<file path="src/design/gdc_pkg.sv">
package gdc_pkg;

    // Clock and time units
    localparam int CLK_PERIOD_NS = 10;
    localparam int NS_PER_US     = 1000;
    localparam int US_PER_MS     = 1000;

    // Serial frame layout: read flag, address, data
    localparam int REG_W       = 11;
    localparam int ADDR_W      = 4;
    localparam int FRAME_W     = 16;
    localparam int CNT_W       = 5;
    localparam int RW_BIT      = 15;
    localparam int ADDR_LSB    = 11;
    localparam int DATA_START  = 5;

    // Register offsets
    localparam logic [3:0] ADDR_DRIVER_CONTROL    = 4'h2;
    localparam logic [3:0] ADDR_HIGH_SIDE_GATE    = 4'h3;
    localparam logic [3:0] ADDR_LOW_SIDE_GATE     = 4'h4;
    localparam logic [3:0] ADDR_OVERCURRENT_CTRL  = 4'h5;

    // Field positions
    localparam int DRV_CLEAR_BIT   = 0;
    localparam int LOCK_LSB        = 8;
    localparam int LS_CBC_BIT      = 10;
    localparam int LS_PEAK_CURRENT_HOLD_TIME_LSB   = 8;
    localparam int LS_SOURCE_LSB   = 4;
    localparam int LS_SINK_LSB     = 0;
    localparam int OCP_RETRY_BIT   = 10;
    localparam int OCP_DEAD_LSB    = 8;
    localparam int OVERCURRENT_RESPONSE_POLICY_LSB    = 6;
    localparam int OVERCURRENT_FILTER_TIME_LSB     = 4;
    localparam int OCP_VDS_LSB     = 0;

    // Bits of driver control that stay writable while locked (clear strobe never stored)
    localparam logic [10:0] DRV_LOCKED_MASK = 11'h006;
    localparam logic [10:0] DRV_STORE_MASK  = 11'h7fe;
    localparam logic [10:0] HS_LOW_MASK     = 11'h0ff;

    // Reset values
    localparam logic [10:0] DRV_RESET = 11'h000;
    localparam logic [10:0] HS_RESET  = 11'h3ff;
    localparam logic [10:0] LS_RESET  = 11'h7ff;
    localparam logic [10:0] OCP_RESET = 11'h159;

    // Lock codes
    localparam logic [2:0] LOCK_ENGAGE  = 3'h6;
    localparam logic [2:0] LOCK_RELEASE = 3'h3;

    // Times as printed and derived cycle counts
    localparam int PEAK_BASE_NS    = 500;
    localparam int DEAD_BASE_NS    = 50;
    localparam int DEG_STEP_US     = 2;
    localparam int RETRY_LONG_MS   = 4;
    localparam int RETRY_SHORT_US  = 50;
    localparam int PEAK_BASE_CYC   = (PEAK_BASE_NS + CLK_PERIOD_NS - 1) / CLK_PERIOD_NS;
    localparam int DEAD_BASE_CYC   = (DEAD_BASE_NS + CLK_PERIOD_NS - 1) / CLK_PERIOD_NS;
    localparam int DEG_STEP_CYC    = (DEG_STEP_US * NS_PER_US + CLK_PERIOD_NS - 1) / CLK_PERIOD_NS;
    localparam int RETRY_LONG_CYC  = RETRY_LONG_MS * US_PER_MS * NS_PER_US / CLK_PERIOD_NS;
    localparam int RETRY_SHORT_CYC = RETRY_SHORT_US * NS_PER_US / CLK_PERIOD_NS;
    localparam int RETRY_CNT_W     = 19;
    localparam int DEG_CNT_W       = 10;

    // Strength tables in mA and threshold table in mV
    localparam logic [9:0] SOURCE_MA [16] = '{10'h00a, 10'h01e, 10'h03c, 10'h050, 10'h078, 10'h08c,
        10'h0aa, 10'h0be, 10'h104, 10'h14a, 10'h172, 10'h1b8, 10'h23a, 10'h2a8, 10'h334, 10'h3e8};
    localparam logic [10:0] SINK_MA [16] = '{11'h014, 11'h03c, 11'h078, 11'h0a0, 11'h0f0, 11'h118,
        11'h154, 11'h17c, 11'h208, 11'h294, 11'h2e4, 11'h370, 11'h474, 11'h550, 11'h668, 11'h7d0};
    localparam logic [10:0] VDS_MV [16] = '{11'h03c, 11'h082, 11'h0c8, 11'h104, 11'h136, 11'h1c2,
        11'h212, 11'h258, 11'h2a8, 11'h2ee, 11'h3ac, 11'h46a, 11'h514, 11'h5dc, 11'h6a4, 11'h758};

    typedef enum logic [1:0] {
        OCP_LATCH  = 2'b00,
        OCP_RETRY  = 2'b01,
        OCP_REPORT = 2'b10,
        OCP_OFF    = 2'b11
    } gdc_policy_t;

    typedef enum logic [1:0] {
        OC_IDLE     = 2'b00,
        OC_LATCHED  = 2'b01,
        OC_RETRYING = 2'b10,
        OC_REPORTED = 2'b11
    } gdc_oc_state_t;

    // Deglitch length: 2, 4, 6, 8 us
    function automatic logic [9:0] deg_cycles(input logic [1:0] code);
        deg_cycles = 10'(DEG_STEP_CYC * (int'(code) + 1));
    endfunction

    // Shared power-of-two timing decode
    function automatic logic [9:0] doubled(input int base, input logic [1:0] code);
        doubled = 10'(base << code);
    endfunction

endpackage

</file>
<file path="src/design/gdc_spi_port.sv">
`timescale 1ns/1ps
`default_nettype none
module gdc_spi_port
    import gdc_pkg::*;
(
    // Clock and reset
    input  wire logic              clk_i,
    input  wire logic              reset_i,
    // Serial pins
    input  wire logic              sclk_i,
    input  wire logic              cs_n_i,
    input  wire logic              sdi_i,
    output logic                   sdo_o,
    output logic                   sdo_oe_o,
    // Register side
    input  wire logic [REG_W-1:0]  rdata_i,
    output logic [ADDR_W-1:0]      addr_o,
    output logic                   wr_stb_o,
    output logic [REG_W-1:0]       wdata_o
);
    logic               sclk_prev, next_sclk_prev;
    logic [CNT_W-1:0]   bit_cnt, next_bit_cnt;
    logic [FRAME_W-1:0] shift_in, next_shift_in;
    logic [REG_W-1:0]   shift_out, next_shift_out;
    logic               load_pend, next_load_pend;
    logic               next_sdo, next_sdo_oe, next_wr_stb;
    logic [ADDR_W-1:0]  next_addr;
    logic [REG_W-1:0]   next_wdata;
    logic [FRAME_W-1:0] full;
    logic               fall, rise;

    // Sclk is oversampled, so each phase must last at least two clk cycles
    always_comb begin
        fall           = sclk_prev & ~sclk_i;
        rise           = ~sclk_prev & sclk_i;
        full           = {shift_in[FRAME_W-2:0], sdi_i};
        next_sclk_prev = sclk_i;
        next_bit_cnt   = bit_cnt;
        next_shift_in  = shift_in;
        next_shift_out = shift_out;
        next_load_pend = 1'b0;
        next_sdo       = sdo_o;
        next_sdo_oe    = ~cs_n_i;
        next_wr_stb    = 1'b0;
        next_addr      = addr_o;
        next_wdata     = wdata_o;
        if (cs_n_i) begin
            next_bit_cnt = '0;
            next_sdo     = 1'b0;
        end else begin
            if (load_pend) begin
                next_shift_out = rdata_i;
            end
            if (fall && bit_cnt < CNT_W'(FRAME_W)) begin
                next_shift_in = full;
                next_bit_cnt  = bit_cnt + 1'b1;
                if (bit_cnt == CNT_W'(DATA_START - 1)) begin
                    next_addr      = full[ADDR_W-1:0];
                    next_load_pend = 1'b1;
                end
                if (bit_cnt == CNT_W'(FRAME_W - 1) && !full[RW_BIT]) begin
                    next_addr   = full[ADDR_LSB +: ADDR_W];
                    next_wdata  = full[REG_W-1:0];
                    next_wr_stb = 1'b1;
                end
            end
            if (rise && bit_cnt >= CNT_W'(DATA_START) && bit_cnt < CNT_W'(FRAME_W)) begin
                next_sdo       = shift_out[REG_W-1];
                next_shift_out = {shift_out[REG_W-2:0], 1'b0};
            end
        end
    end

    always_ff @(posedge clk_i) begin
        if (reset_i) begin
            sclk_prev <= 1'b0;
            bit_cnt   <= '0;
            shift_in  <= '0;
            shift_out <= '0;
            load_pend <= 1'b0;
            sdo_o     <= 1'b0;
            sdo_oe_o  <= 1'b0;
            wr_stb_o  <= 1'b0;
            addr_o    <= '0;
            wdata_o   <= '0;
        end else begin
            sclk_prev <= next_sclk_prev;
            bit_cnt   <= next_bit_cnt;
            shift_in  <= next_shift_in;
            shift_out <= next_shift_out;
            load_pend <= next_load_pend;
            sdo_o     <= next_sdo;
            sdo_oe_o  <= next_sdo_oe;
            wr_stb_o  <= next_wr_stb;
            addr_o    <= next_addr;
            wdata_o   <= next_wdata;
        end
    end
endmodule
`default_nettype wire

</file>
<file path="src/design/gdc_config_regs.sv">
//
// Contract
// RQ1 - Per-cycle enable plus retry: PWM pulse clears faults
// RQ2 - Peak hold time 500/1000/2000/4000 ns
// RQ3 - Low gate source 10 to 1000 mA
// RQ4 - Low gate sink 20 to 2000 mA
// RQ5 - One retry interval: 4 ms or 50 us
// RQ6 - Dead time 50/100/200/400 ns
// RQ7 - Policy 00b: latched until cleared
// RQ8 - Policy 01b: self-clearing retry fault
// RQ9 - Policy 10b: report only, no gate action
// RQ10 - Policy 11b: no report, no action
// RQ11 - Overcurrent must persist 2/4/6/8 us
// RQ12 - Trip threshold 0.06 to 1.88 V
// RQ13 - Lock code 110b blocks writes; 011b unlocks (code still writes driver control bits 2:1 and clear when locked)
// RQ14 - Fault clear bit clears, self-resets
// RQ15 - Retry fault clears after retry interval
//
`timescale 1ns/1ps
`default_nettype none
module gdc_config_regs
    import gdc_pkg::*;
#(
    parameter int RETRY_LONG_CYCLES  = RETRY_LONG_CYC,
    parameter int RETRY_SHORT_CYCLES = RETRY_SHORT_CYC
)(
    // Clock and reset
    input  wire logic        clk_i,
    input  wire logic        reset_i,
    // Serial register port
    input  wire logic        spi_sclk_i,
    input  wire logic        spi_cs_n_i,
    input  wire logic        spi_sdi_i,
    output logic             spi_sdo_o,
    output logic             spi_sdo_oe_o,
    // Gate inputs and overcurrent comparators
    input  wire logic        pwm_i,
    input  wire logic        vds_overcurrent_i,
    input  wire logic        sense_overcurrent_i,
    // Fault and lock state
    output logic             drain_source_overcurrent_fault_o,
    output logic             sense_overcurrent_fault_o,
    output logic             gate_shutdown_o,
    output logic             registers_locked_o,
    // Decoded drive settings
    output logic             per_cycle_fault_clear_enable_o,
    output logic [9:0]       peak_current_hold_cycles_o,
    output logic [9:0]       low_gate_source_strength_o,
    output logic [10:0]      low_gate_sink_strength_o,
    output logic [9:0]       dead_time_cycles_o,
    output logic [9:0]       overcurrent_filter_cycles_o,
    output logic [10:0]      drain_source_trip_threshold_o
);
    logic [REG_W-1:0]       drv_ctrl, next_drv_ctrl;
    logic [REG_W-1:0]       hs_ctrl, next_hs_ctrl;
    logic [REG_W-1:0]       ls_ctrl, next_ls_ctrl;
    logic [REG_W-1:0]       ocp_ctrl, next_ocp_ctrl;
    logic [REG_W-1:0]       rdata;
    logic [ADDR_W-1:0]      addr;
    logic [REG_W-1:0]       wdata;
    logic                   wr_stb;
    logic                   locked;
    logic                   clear_req;

    gdc_spi_port u_spi (
        .clk_i    (clk_i),
        .reset_i  (reset_i),
        .sclk_i   (spi_sclk_i),
        .cs_n_i   (spi_cs_n_i),
        .sdi_i    (spi_sdi_i),
        .sdo_o    (spi_sdo_o),
        .sdo_oe_o (spi_sdo_oe_o),
        .rdata_i  (rdata),
        .addr_o   (addr),
        .wr_stb_o (wr_stb),
        .wdata_o  (wdata)
    );

    // Register writes and lock handling
    always_comb begin
        locked        = (hs_ctrl[LOCK_LSB +: 3] == LOCK_ENGAGE);
        next_drv_ctrl = drv_ctrl;
        next_hs_ctrl  = hs_ctrl;
        next_ls_ctrl  = ls_ctrl;
        next_ocp_ctrl = ocp_ctrl;
        clear_req     = 1'b0;
        if (wr_stb) begin
            case (addr)
                ADDR_DRIVER_CONTROL: begin
                    // Clear strobe acts at once and is never stored, so it reads back zero
                    clear_req = wdata[DRV_CLEAR_BIT]; // [RQ14]
                    if (locked) begin
                        next_drv_ctrl = (drv_ctrl & ~DRV_LOCKED_MASK) | (wdata & DRV_LOCKED_MASK); // [RQ13]
                    end else begin
                        next_drv_ctrl = wdata & DRV_STORE_MASK;
                    end
                end
                ADDR_HIGH_SIDE_GATE: begin
                    if (!locked && wdata[LOCK_LSB +: 3] == LOCK_ENGAGE) begin
                        next_hs_ctrl[LOCK_LSB +: 3] = LOCK_ENGAGE; // [RQ13]
                    end
                    if (locked && wdata[LOCK_LSB +: 3] == LOCK_RELEASE) begin
                        next_hs_ctrl[LOCK_LSB +: 3] = LOCK_RELEASE; // [RQ13]
                    end
                    if (!locked) begin
                        next_hs_ctrl = (next_hs_ctrl & ~HS_LOW_MASK) | (wdata & HS_LOW_MASK);
                    end
                end
                ADDR_LOW_SIDE_GATE: begin
                    if (!locked) begin
                        next_ls_ctrl = wdata; // [RQ13]
                    end
                end
                ADDR_OVERCURRENT_CTRL: begin
                    if (!locked) begin
                        next_ocp_ctrl = wdata; // [RQ13]
                    end
                end
                default: begin
                end
            endcase
        end
        case (addr)
            ADDR_DRIVER_CONTROL:   rdata = drv_ctrl;
            ADDR_HIGH_SIDE_GATE:   rdata = hs_ctrl;
            ADDR_LOW_SIDE_GATE:    rdata = ls_ctrl;
            ADDR_OVERCURRENT_CTRL: rdata = ocp_ctrl;
            default:               rdata = '0;
        endcase
    end

    always_ff @(posedge clk_i) begin
        if (reset_i) begin
            drv_ctrl <= DRV_RESET;
            hs_ctrl  <= HS_RESET;
            ls_ctrl  <= LS_RESET;
            ocp_ctrl <= OCP_RESET;
        end else begin
            drv_ctrl <= next_drv_ctrl;
            hs_ctrl  <= next_hs_ctrl;
            ls_ctrl  <= next_ls_ctrl;
            ocp_ctrl <= next_ocp_ctrl;
        end
    end

    // Overcurrent handling, channel 0 drain-source, channel 1 sense
    gdc_policy_t            policy;
    gdc_oc_state_t          state [2];
    gdc_oc_state_t          next_state [2];
    logic [DEG_CNT_W-1:0]   deg_cnt [2];
    logic [DEG_CNT_W-1:0]   next_deg_cnt [2];
    logic [RETRY_CNT_W-1:0] retry_cnt [2];
    logic [RETRY_CNT_W-1:0] next_retry_cnt [2];
    logic [1:0]             raw;
    logic [1:0]             detect;
    logic [1:0]             release_now;
    logic [DEG_CNT_W-1:0]   deg_target;
    logic [RETRY_CNT_W-1:0] retry_last;
    logic                   pwm_prev, next_pwm_prev;
    logic                   pwm_rise;
    logic                   cbc;
    logic                   next_vds_flag, next_sen_flag, next_shutdown;
    gdc_oc_state_t          fault_state;

    always_comb begin
        policy        = gdc_policy_t'(ocp_ctrl[OVERCURRENT_RESPONSE_POLICY_LSB +: 2]);
        raw           = {sense_overcurrent_i, vds_overcurrent_i};
        cbc           = ls_ctrl[LS_CBC_BIT];
        pwm_rise      = pwm_i & ~pwm_prev;
        next_pwm_prev = pwm_i;
        deg_target    = deg_cycles(ocp_ctrl[OVERCURRENT_FILTER_TIME_LSB +: 2]); // [RQ11]
        // Both channels share one interval
        retry_last    = ocp_ctrl[OCP_RETRY_BIT] ? RETRY_CNT_W'(RETRY_SHORT_CYCLES - 1)
                                                : RETRY_CNT_W'(RETRY_LONG_CYCLES - 1); // [RQ5]
        case (policy)
            OCP_LATCH:  fault_state = OC_LATCHED; // [RQ7]
            OCP_RETRY:  fault_state = OC_RETRYING; // [RQ8]
            OCP_REPORT: fault_state = OC_REPORTED; // [RQ9]
            default:    fault_state = OC_IDLE; // [RQ10]
        endcase
        for (int ch = 0; ch < 2; ch++) begin
            // Saturating counter: condition must hold deg_target consecutive cycles
            detect[ch] = raw[ch] && (deg_cnt[ch] >= deg_target - 1'b1); // [RQ11]
            if (!raw[ch]) begin
                next_deg_cnt[ch] = '0;
            end else if (deg_cnt[ch] < deg_target - 1'b1) begin
                next_deg_cnt[ch] = deg_cnt[ch] + 1'b1;
            end else begin
                next_deg_cnt[ch] = deg_cnt[ch];
            end
            release_now[ch] = clear_req; // [RQ14]
            if (state[ch] == OC_RETRYING) begin
                if (retry_cnt[ch] >= retry_last) begin
                    release_now[ch] = 1'b1; // [RQ15]
                end
                if (cbc && pwm_rise) begin
                    release_now[ch] = 1'b1; // [RQ1]
                end
            end
            // A new detection wins over any clear in the same cycle
            if (detect[ch] && policy != OCP_OFF) begin
                next_state[ch] = fault_state;
            end else if (release_now[ch]) begin
                next_state[ch] = OC_IDLE;
            end else begin
                next_state[ch] = state[ch];
            end
            if (next_state[ch] == OC_RETRYING && state[ch] == OC_RETRYING && !release_now[ch]) begin
                next_retry_cnt[ch] = retry_cnt[ch] + 1'b1; // [RQ15]
            end else begin
                next_retry_cnt[ch] = '0;
            end
        end
        next_vds_flag = (next_state[0] != OC_IDLE);
        next_sen_flag = (next_state[1] != OC_IDLE);
        // Report-only keeps the gates running
        next_shutdown = 1'b0;
        for (int ch = 0; ch < 2; ch++) begin
            if (next_state[ch] == OC_LATCHED || next_state[ch] == OC_RETRYING) begin
                next_shutdown = 1'b1; // [RQ7] [RQ8] [RQ9]
            end
        end
    end

    always_ff @(posedge clk_i) begin
        if (reset_i) begin
            pwm_prev                         <= 1'b0;
            drain_source_overcurrent_fault_o <= 1'b0;
            sense_overcurrent_fault_o        <= 1'b0;
            gate_shutdown_o                  <= 1'b0;
            for (int ch = 0; ch < 2; ch++) begin
                state[ch]     <= OC_IDLE;
                deg_cnt[ch]   <= '0;
                retry_cnt[ch] <= '0;
            end
        end else begin
            pwm_prev                         <= next_pwm_prev;
            drain_source_overcurrent_fault_o <= next_vds_flag;
            sense_overcurrent_fault_o        <= next_sen_flag;
            gate_shutdown_o                  <= next_shutdown;
            for (int ch = 0; ch < 2; ch++) begin
                state[ch]     <= next_state[ch];
                deg_cnt[ch]   <= next_deg_cnt[ch];
                retry_cnt[ch] <= next_retry_cnt[ch];
            end
        end
    end

    // Decoded settings, one cycle behind the registers
    logic        next_cbc_out;
    logic [9:0]  next_peak, next_source, next_dead, next_filter;
    logic [10:0] next_sink, next_thresh;

    always_comb begin
        next_cbc_out = ls_ctrl[LS_CBC_BIT];
        next_peak    = doubled(PEAK_BASE_CYC, ls_ctrl[LS_PEAK_CURRENT_HOLD_TIME_LSB +: 2]); // [RQ2]
        next_source  = SOURCE_MA[ls_ctrl[LS_SOURCE_LSB +: 4]]; // [RQ3]
        next_sink    = SINK_MA[ls_ctrl[LS_SINK_LSB +: 4]]; // [RQ4]
        next_dead    = doubled(DEAD_BASE_CYC, ocp_ctrl[OCP_DEAD_LSB +: 2]); // [RQ6]
        next_filter  = deg_target; // [RQ11]
        next_thresh  = VDS_MV[ocp_ctrl[OCP_VDS_LSB +: 4]]; // [RQ12]
    end

    always_ff @(posedge clk_i) begin
        if (reset_i) begin
            registers_locked_o             <= 1'b0;
            per_cycle_fault_clear_enable_o <= 1'b0;
            peak_current_hold_cycles_o     <= '0;
            low_gate_source_strength_o     <= '0;
            low_gate_sink_strength_o       <= '0;
            dead_time_cycles_o             <= '0;
            overcurrent_filter_cycles_o    <= '0;
            drain_source_trip_threshold_o  <= '0;
        end else begin
            registers_locked_o             <= locked;
            per_cycle_fault_clear_enable_o <= next_cbc_out;
            peak_current_hold_cycles_o     <= next_peak;
            low_gate_source_strength_o     <= next_source;
            low_gate_sink_strength_o       <= next_sink;
            dead_time_cycles_o             <= next_dead;
            overcurrent_filter_cycles_o    <= next_filter;
            drain_source_trip_threshold_o  <= next_thresh;
        end
    end
endmodule
`default_nettype wire

</file>
<file path="config.mk">
export PLATFORM = sky130hd
export DESIGN_NAME = gdc_config_regs
export DESIGN_NICKNAME = d
export VERILOG_FILES = /design/src/design/gdc_pkg.sv /design/src/design/gdc_spi_port.sv /design/src/design/gdc_config_regs.sv
export SDC_FILE = /design/constraint.sdc
export NUM_CORES = 1
export LEC_CHECK = 0
export BUFFER_PORTS_ARGS = -buffer_cell sky130_fd_sc_hd__buf_4
export CAP_MARGIN = 20
export CORE_ASPECT_RATIO = 0.8
export CORE_MARGIN = 4
export CORE_UTILIZATION = 60
export CTS_CLUSTER_DIAMETER = 40
export DETAILED_ROUTE_END_ITERATION = 16
export GPL_TIMING_DRIVEN = 0
export PLACE_DENSITY_LB_ADDON = 0.05
export SLEW_MARGIN = 20
export SYNTH_ARGS = -nofsm -noshare
export SYNTH_HDL_FRONTEND = slang
export SYNTH_HIERARCHICAL = 1
export SYNTH_SLANG_ARGS = --single-unit
export TNS_END_PERCENT = 20
</file>
<file path="constraint.sdc">
create_clock -name clk_i -period 4.93 [get_ports clk_i]
set_clock_uncertainty 0.05 [all_clocks]
set_input_delay 0.493 -clock clk_i [delete_from_list [all_inputs] [get_ports clk_i]]
set_output_delay 0.493 -clock clk_i [all_outputs]
set_load 0.02 [all_outputs]
</file>
==> impl_metrics.ini <==
[floorplanning]
coreArea_mm2 = 0.0160
row_count = 41
die-area_mm2 = 0.0187
die_w_um = 152
die_y_um = 123
num_io_pins = 77
floorplan.initialDensity_pct = 62.3

[yosys]
synth_ff_type = dfxtp_1
syn_area_mm2 = 0.00997
avgSynthCellArea_um2 = 8.77
synthCells = 1136
synth_top_area_share_pct = 42.2
yosys.area.top_type = dfxtp_1
synth_seq_cells = 210
yosys-top-cells-area = dfxtp_1 (42%), ha_1 (8.7%), nand2_1 (6.7%)
yosys.cell_count.top_type = dfxtp_1
seq_area_frac_synth_pct = 42.2
ys.warnings.count = 6
async_flop_share_pct = 0
netlist-cell-type-count = 63
synth-edff-count = 0
synth_common_cells = dfxtp_1 (210), nand2_1 (178), a21oi_1 (91)

[sta]
fmax_mhz = 219
drv_slew = 0
max_slew.worst_pin.slew_ns = 0.999
fin_tns_setup_ns = 0
whs_ns = 0.152
rsz0062_at_grt = no
slew_headroom_pct = 33.3
setup_violations = 0
fin_crit_sh_pct = 92.6
hold_violations = 0
fin_ws_ns = 0.365
fin_crit_ns = 4.57

[placement]
dp_hpwl_um = 16100
placed_cell_area_mm2 = 0.0108
pre_cts_ws_ns = 0.339
io_buffer_count = 63
gp_congestion = 0.915

[worst_setup_path]
worstReg2RegStart = ocp_ctrl[4]
startpoint = ocp_ctrl[4]
cp-start-kind = flip-flop
cpMostUsedCell = ha_1
max_stage_delay_ns = 0.53
rrSetupSlack_ns = 0.36
critical_path_class = reg -> reg
crit_buf_inv = 3
crit_path_end_kind = flip-flop
critPathArrivalTime_ns = 4.92
path_cells = inv_1 -> ha_1 -> xor2_1 -> inv_1 -> ha_1 -> a211oi_1 -> o21ai_0 -> a32o_1 -> a211oi_1 -> nor2_1 -> ha_1 -> nand4b_1 -> clkbuf_2 -> nor3_1
critPathSlowestCell = dfxtp_1
critical_path_required_ns = 5.29
path_max_fanout = 10
crit_family = compound AO/OA/AOI/OAI gates

[clock_tree]
clock_latency_ns = 0.53
cts_setup_buffers = 0
cts_root_buffer = clkbuf_16
clkSlewWorstSetupHoldPaths_ns = 0.06
cts.sink_count = 210
clock_path_buffers = 3
cts_tree = yes
ctsHtreeMaxLevel = 1
numCtsBuffers = 26

[cells_and_area]
syn_to_final_growth_pct = 17.1
fin_util_pct = 72.9
fin_area_mm2 = 0.0117
num-nets-final = 1315
drive_gt1_share_pct = 14.6
diodes = 0

[min_path]
hold_start = pwm_i
holdCritPathClass = in -> reg

[global_routing]
grt_pass1_wl_um = 37700
grt_overflow_total = 0
antenna_found_initial = 0
grt_pass1_vias = 7602
grt_usage_pct = 23.9
grt_start_max_net_pins = 18

[routing]
wl_um = 23100
viasPerCell = 5.69
drc = 0
drt_iter0_markers = 573
ant_nets = 0
drtPass1Iterations = 6
wire_per_inst_um = 15.7
num_vias = 8372

[power]
peakVddDrop_mv = 0.240
power.leakage_uw = 0.00460
power_density_mw_per_mm2 = 328

[job]
drv_cap = 0

[status]
outcome = finished clean
## worst reg2reg max path, cell delays in order (launching register included)
cell      delay [ns]
dfxtp_1         0.53
inv_1           0.25
ha_1            0.37
xor2_1          0.34
inv_1           0.14
ha_1            0.33
a211oi_1        0.36
o21ai_0         0.35
a32o_1          0.36
a211oi_1        0.33
nor2_1          0.10
ha_1            0.19
nand4b_1        0.35
clkbuf_2        0.33
nor3_1          0.08
## layout make-up
type                    count  area [µm²]
multi-input cells         823        5300
fillers                  1231        4330
flip-flops and latches    210        4200
clock buffers              28         668
repair buffers             63         473
plain buffers              67         332
well taps                 215         269
clock inverters            19         256
inverters                  47         176
## state kept, by name (all words and copies together), names as in the netlist, 10 cells and up
register,count
retry_cnt,38
drv_ctrl,10
u_spi/shift_out,11
ls_ctrl,11
u_spi/wdata_o,11
drain_source_trip_threshold_o,10
u_spi/shift_in,15
hs_ctrl,11
deg_cnt,20
ocp_ctrl,11
## cell families (layout without fill, tap and decap cells)
logic type / Yosys count / in the layout / share of synthesized area, %
AO/OA/AOI/OAI: 208 / 208 / 13.9
XOR/XNOR: 52 / 52 / 4.57
adder cells (fa/ha/maj): 69 / 69 / 8.66
buffers and inverters: 115 / 224 / 5.12
flip-flops: 210 / 210 / 42.2
multiplexers: 19 / 19 / 2.23
other: 1 / 13 / 0.0376
AND/OR/NAND/NOR: 462 / 462 / 23.3
## report_power, final
| part | switching (µW) | internal, µW | leakage [µW] | total (µW) |
|---|---|---|---|---|
| clock network | 778 | 1210 | 0.000446 | 1990 |
| registers | 5.85 | 1710 | 0.00170 | 1720 |
| logic | 76.9 | 42.4 | 0.00245 | 119 |
## per-layer routing
metal  part of all wire [%]  vias up  global-route usage, %
met1                     49     3885                   35.4
li1                       -     4181                      -
met5                      0        -                      0
met3                    7.0       35                   4.16
met2                     42      271                   36.4
met4                    2.0        0                   6.01
## placed cells by master, fill, tap and decap left out, types with 16 or more instances in the layout
cell       Yosys  layout
a21oi_1       91      91
nand2_1      178     178
o211ai_1      16      16
a211oi_1      19      19
clkbuf_16      0      26
xnor2_1       37      37
clkbuf_1      42      41
ha_1          69      69
nor2_1        81      81
nor3_1        42      42
dfxtp_1      210     210
nand3_1       34      34
nor2b_1       18      18
inv_1         47      47
a22oi_1       21      21
buf_4         15      78
nor3_2        19      19
## final timing paths
check | to | depth (start not counted)
worst min-delay path | pwm_prev | 2
worst max register to register | retry_cnt[0][11] | 14
worst max-delay path | retry_cnt[0][11] | 14
worst min register to register | drv_ctrl[10] | 2
## metrics by stage
stage	total power [µW]	std cells
after global routing	3930	1472
after floorplan	1830	1148
after detailed placement	1870	1426
after global placement	1870	1426
final	3830	1472
after CTS	3850	1473
## timing repair
action	CTS	global route
hold buffers	0	0
setup endpoints to repair	0	20
resized for setup	0	2
No activity file was read; power rests on OpenSTA's default activity.
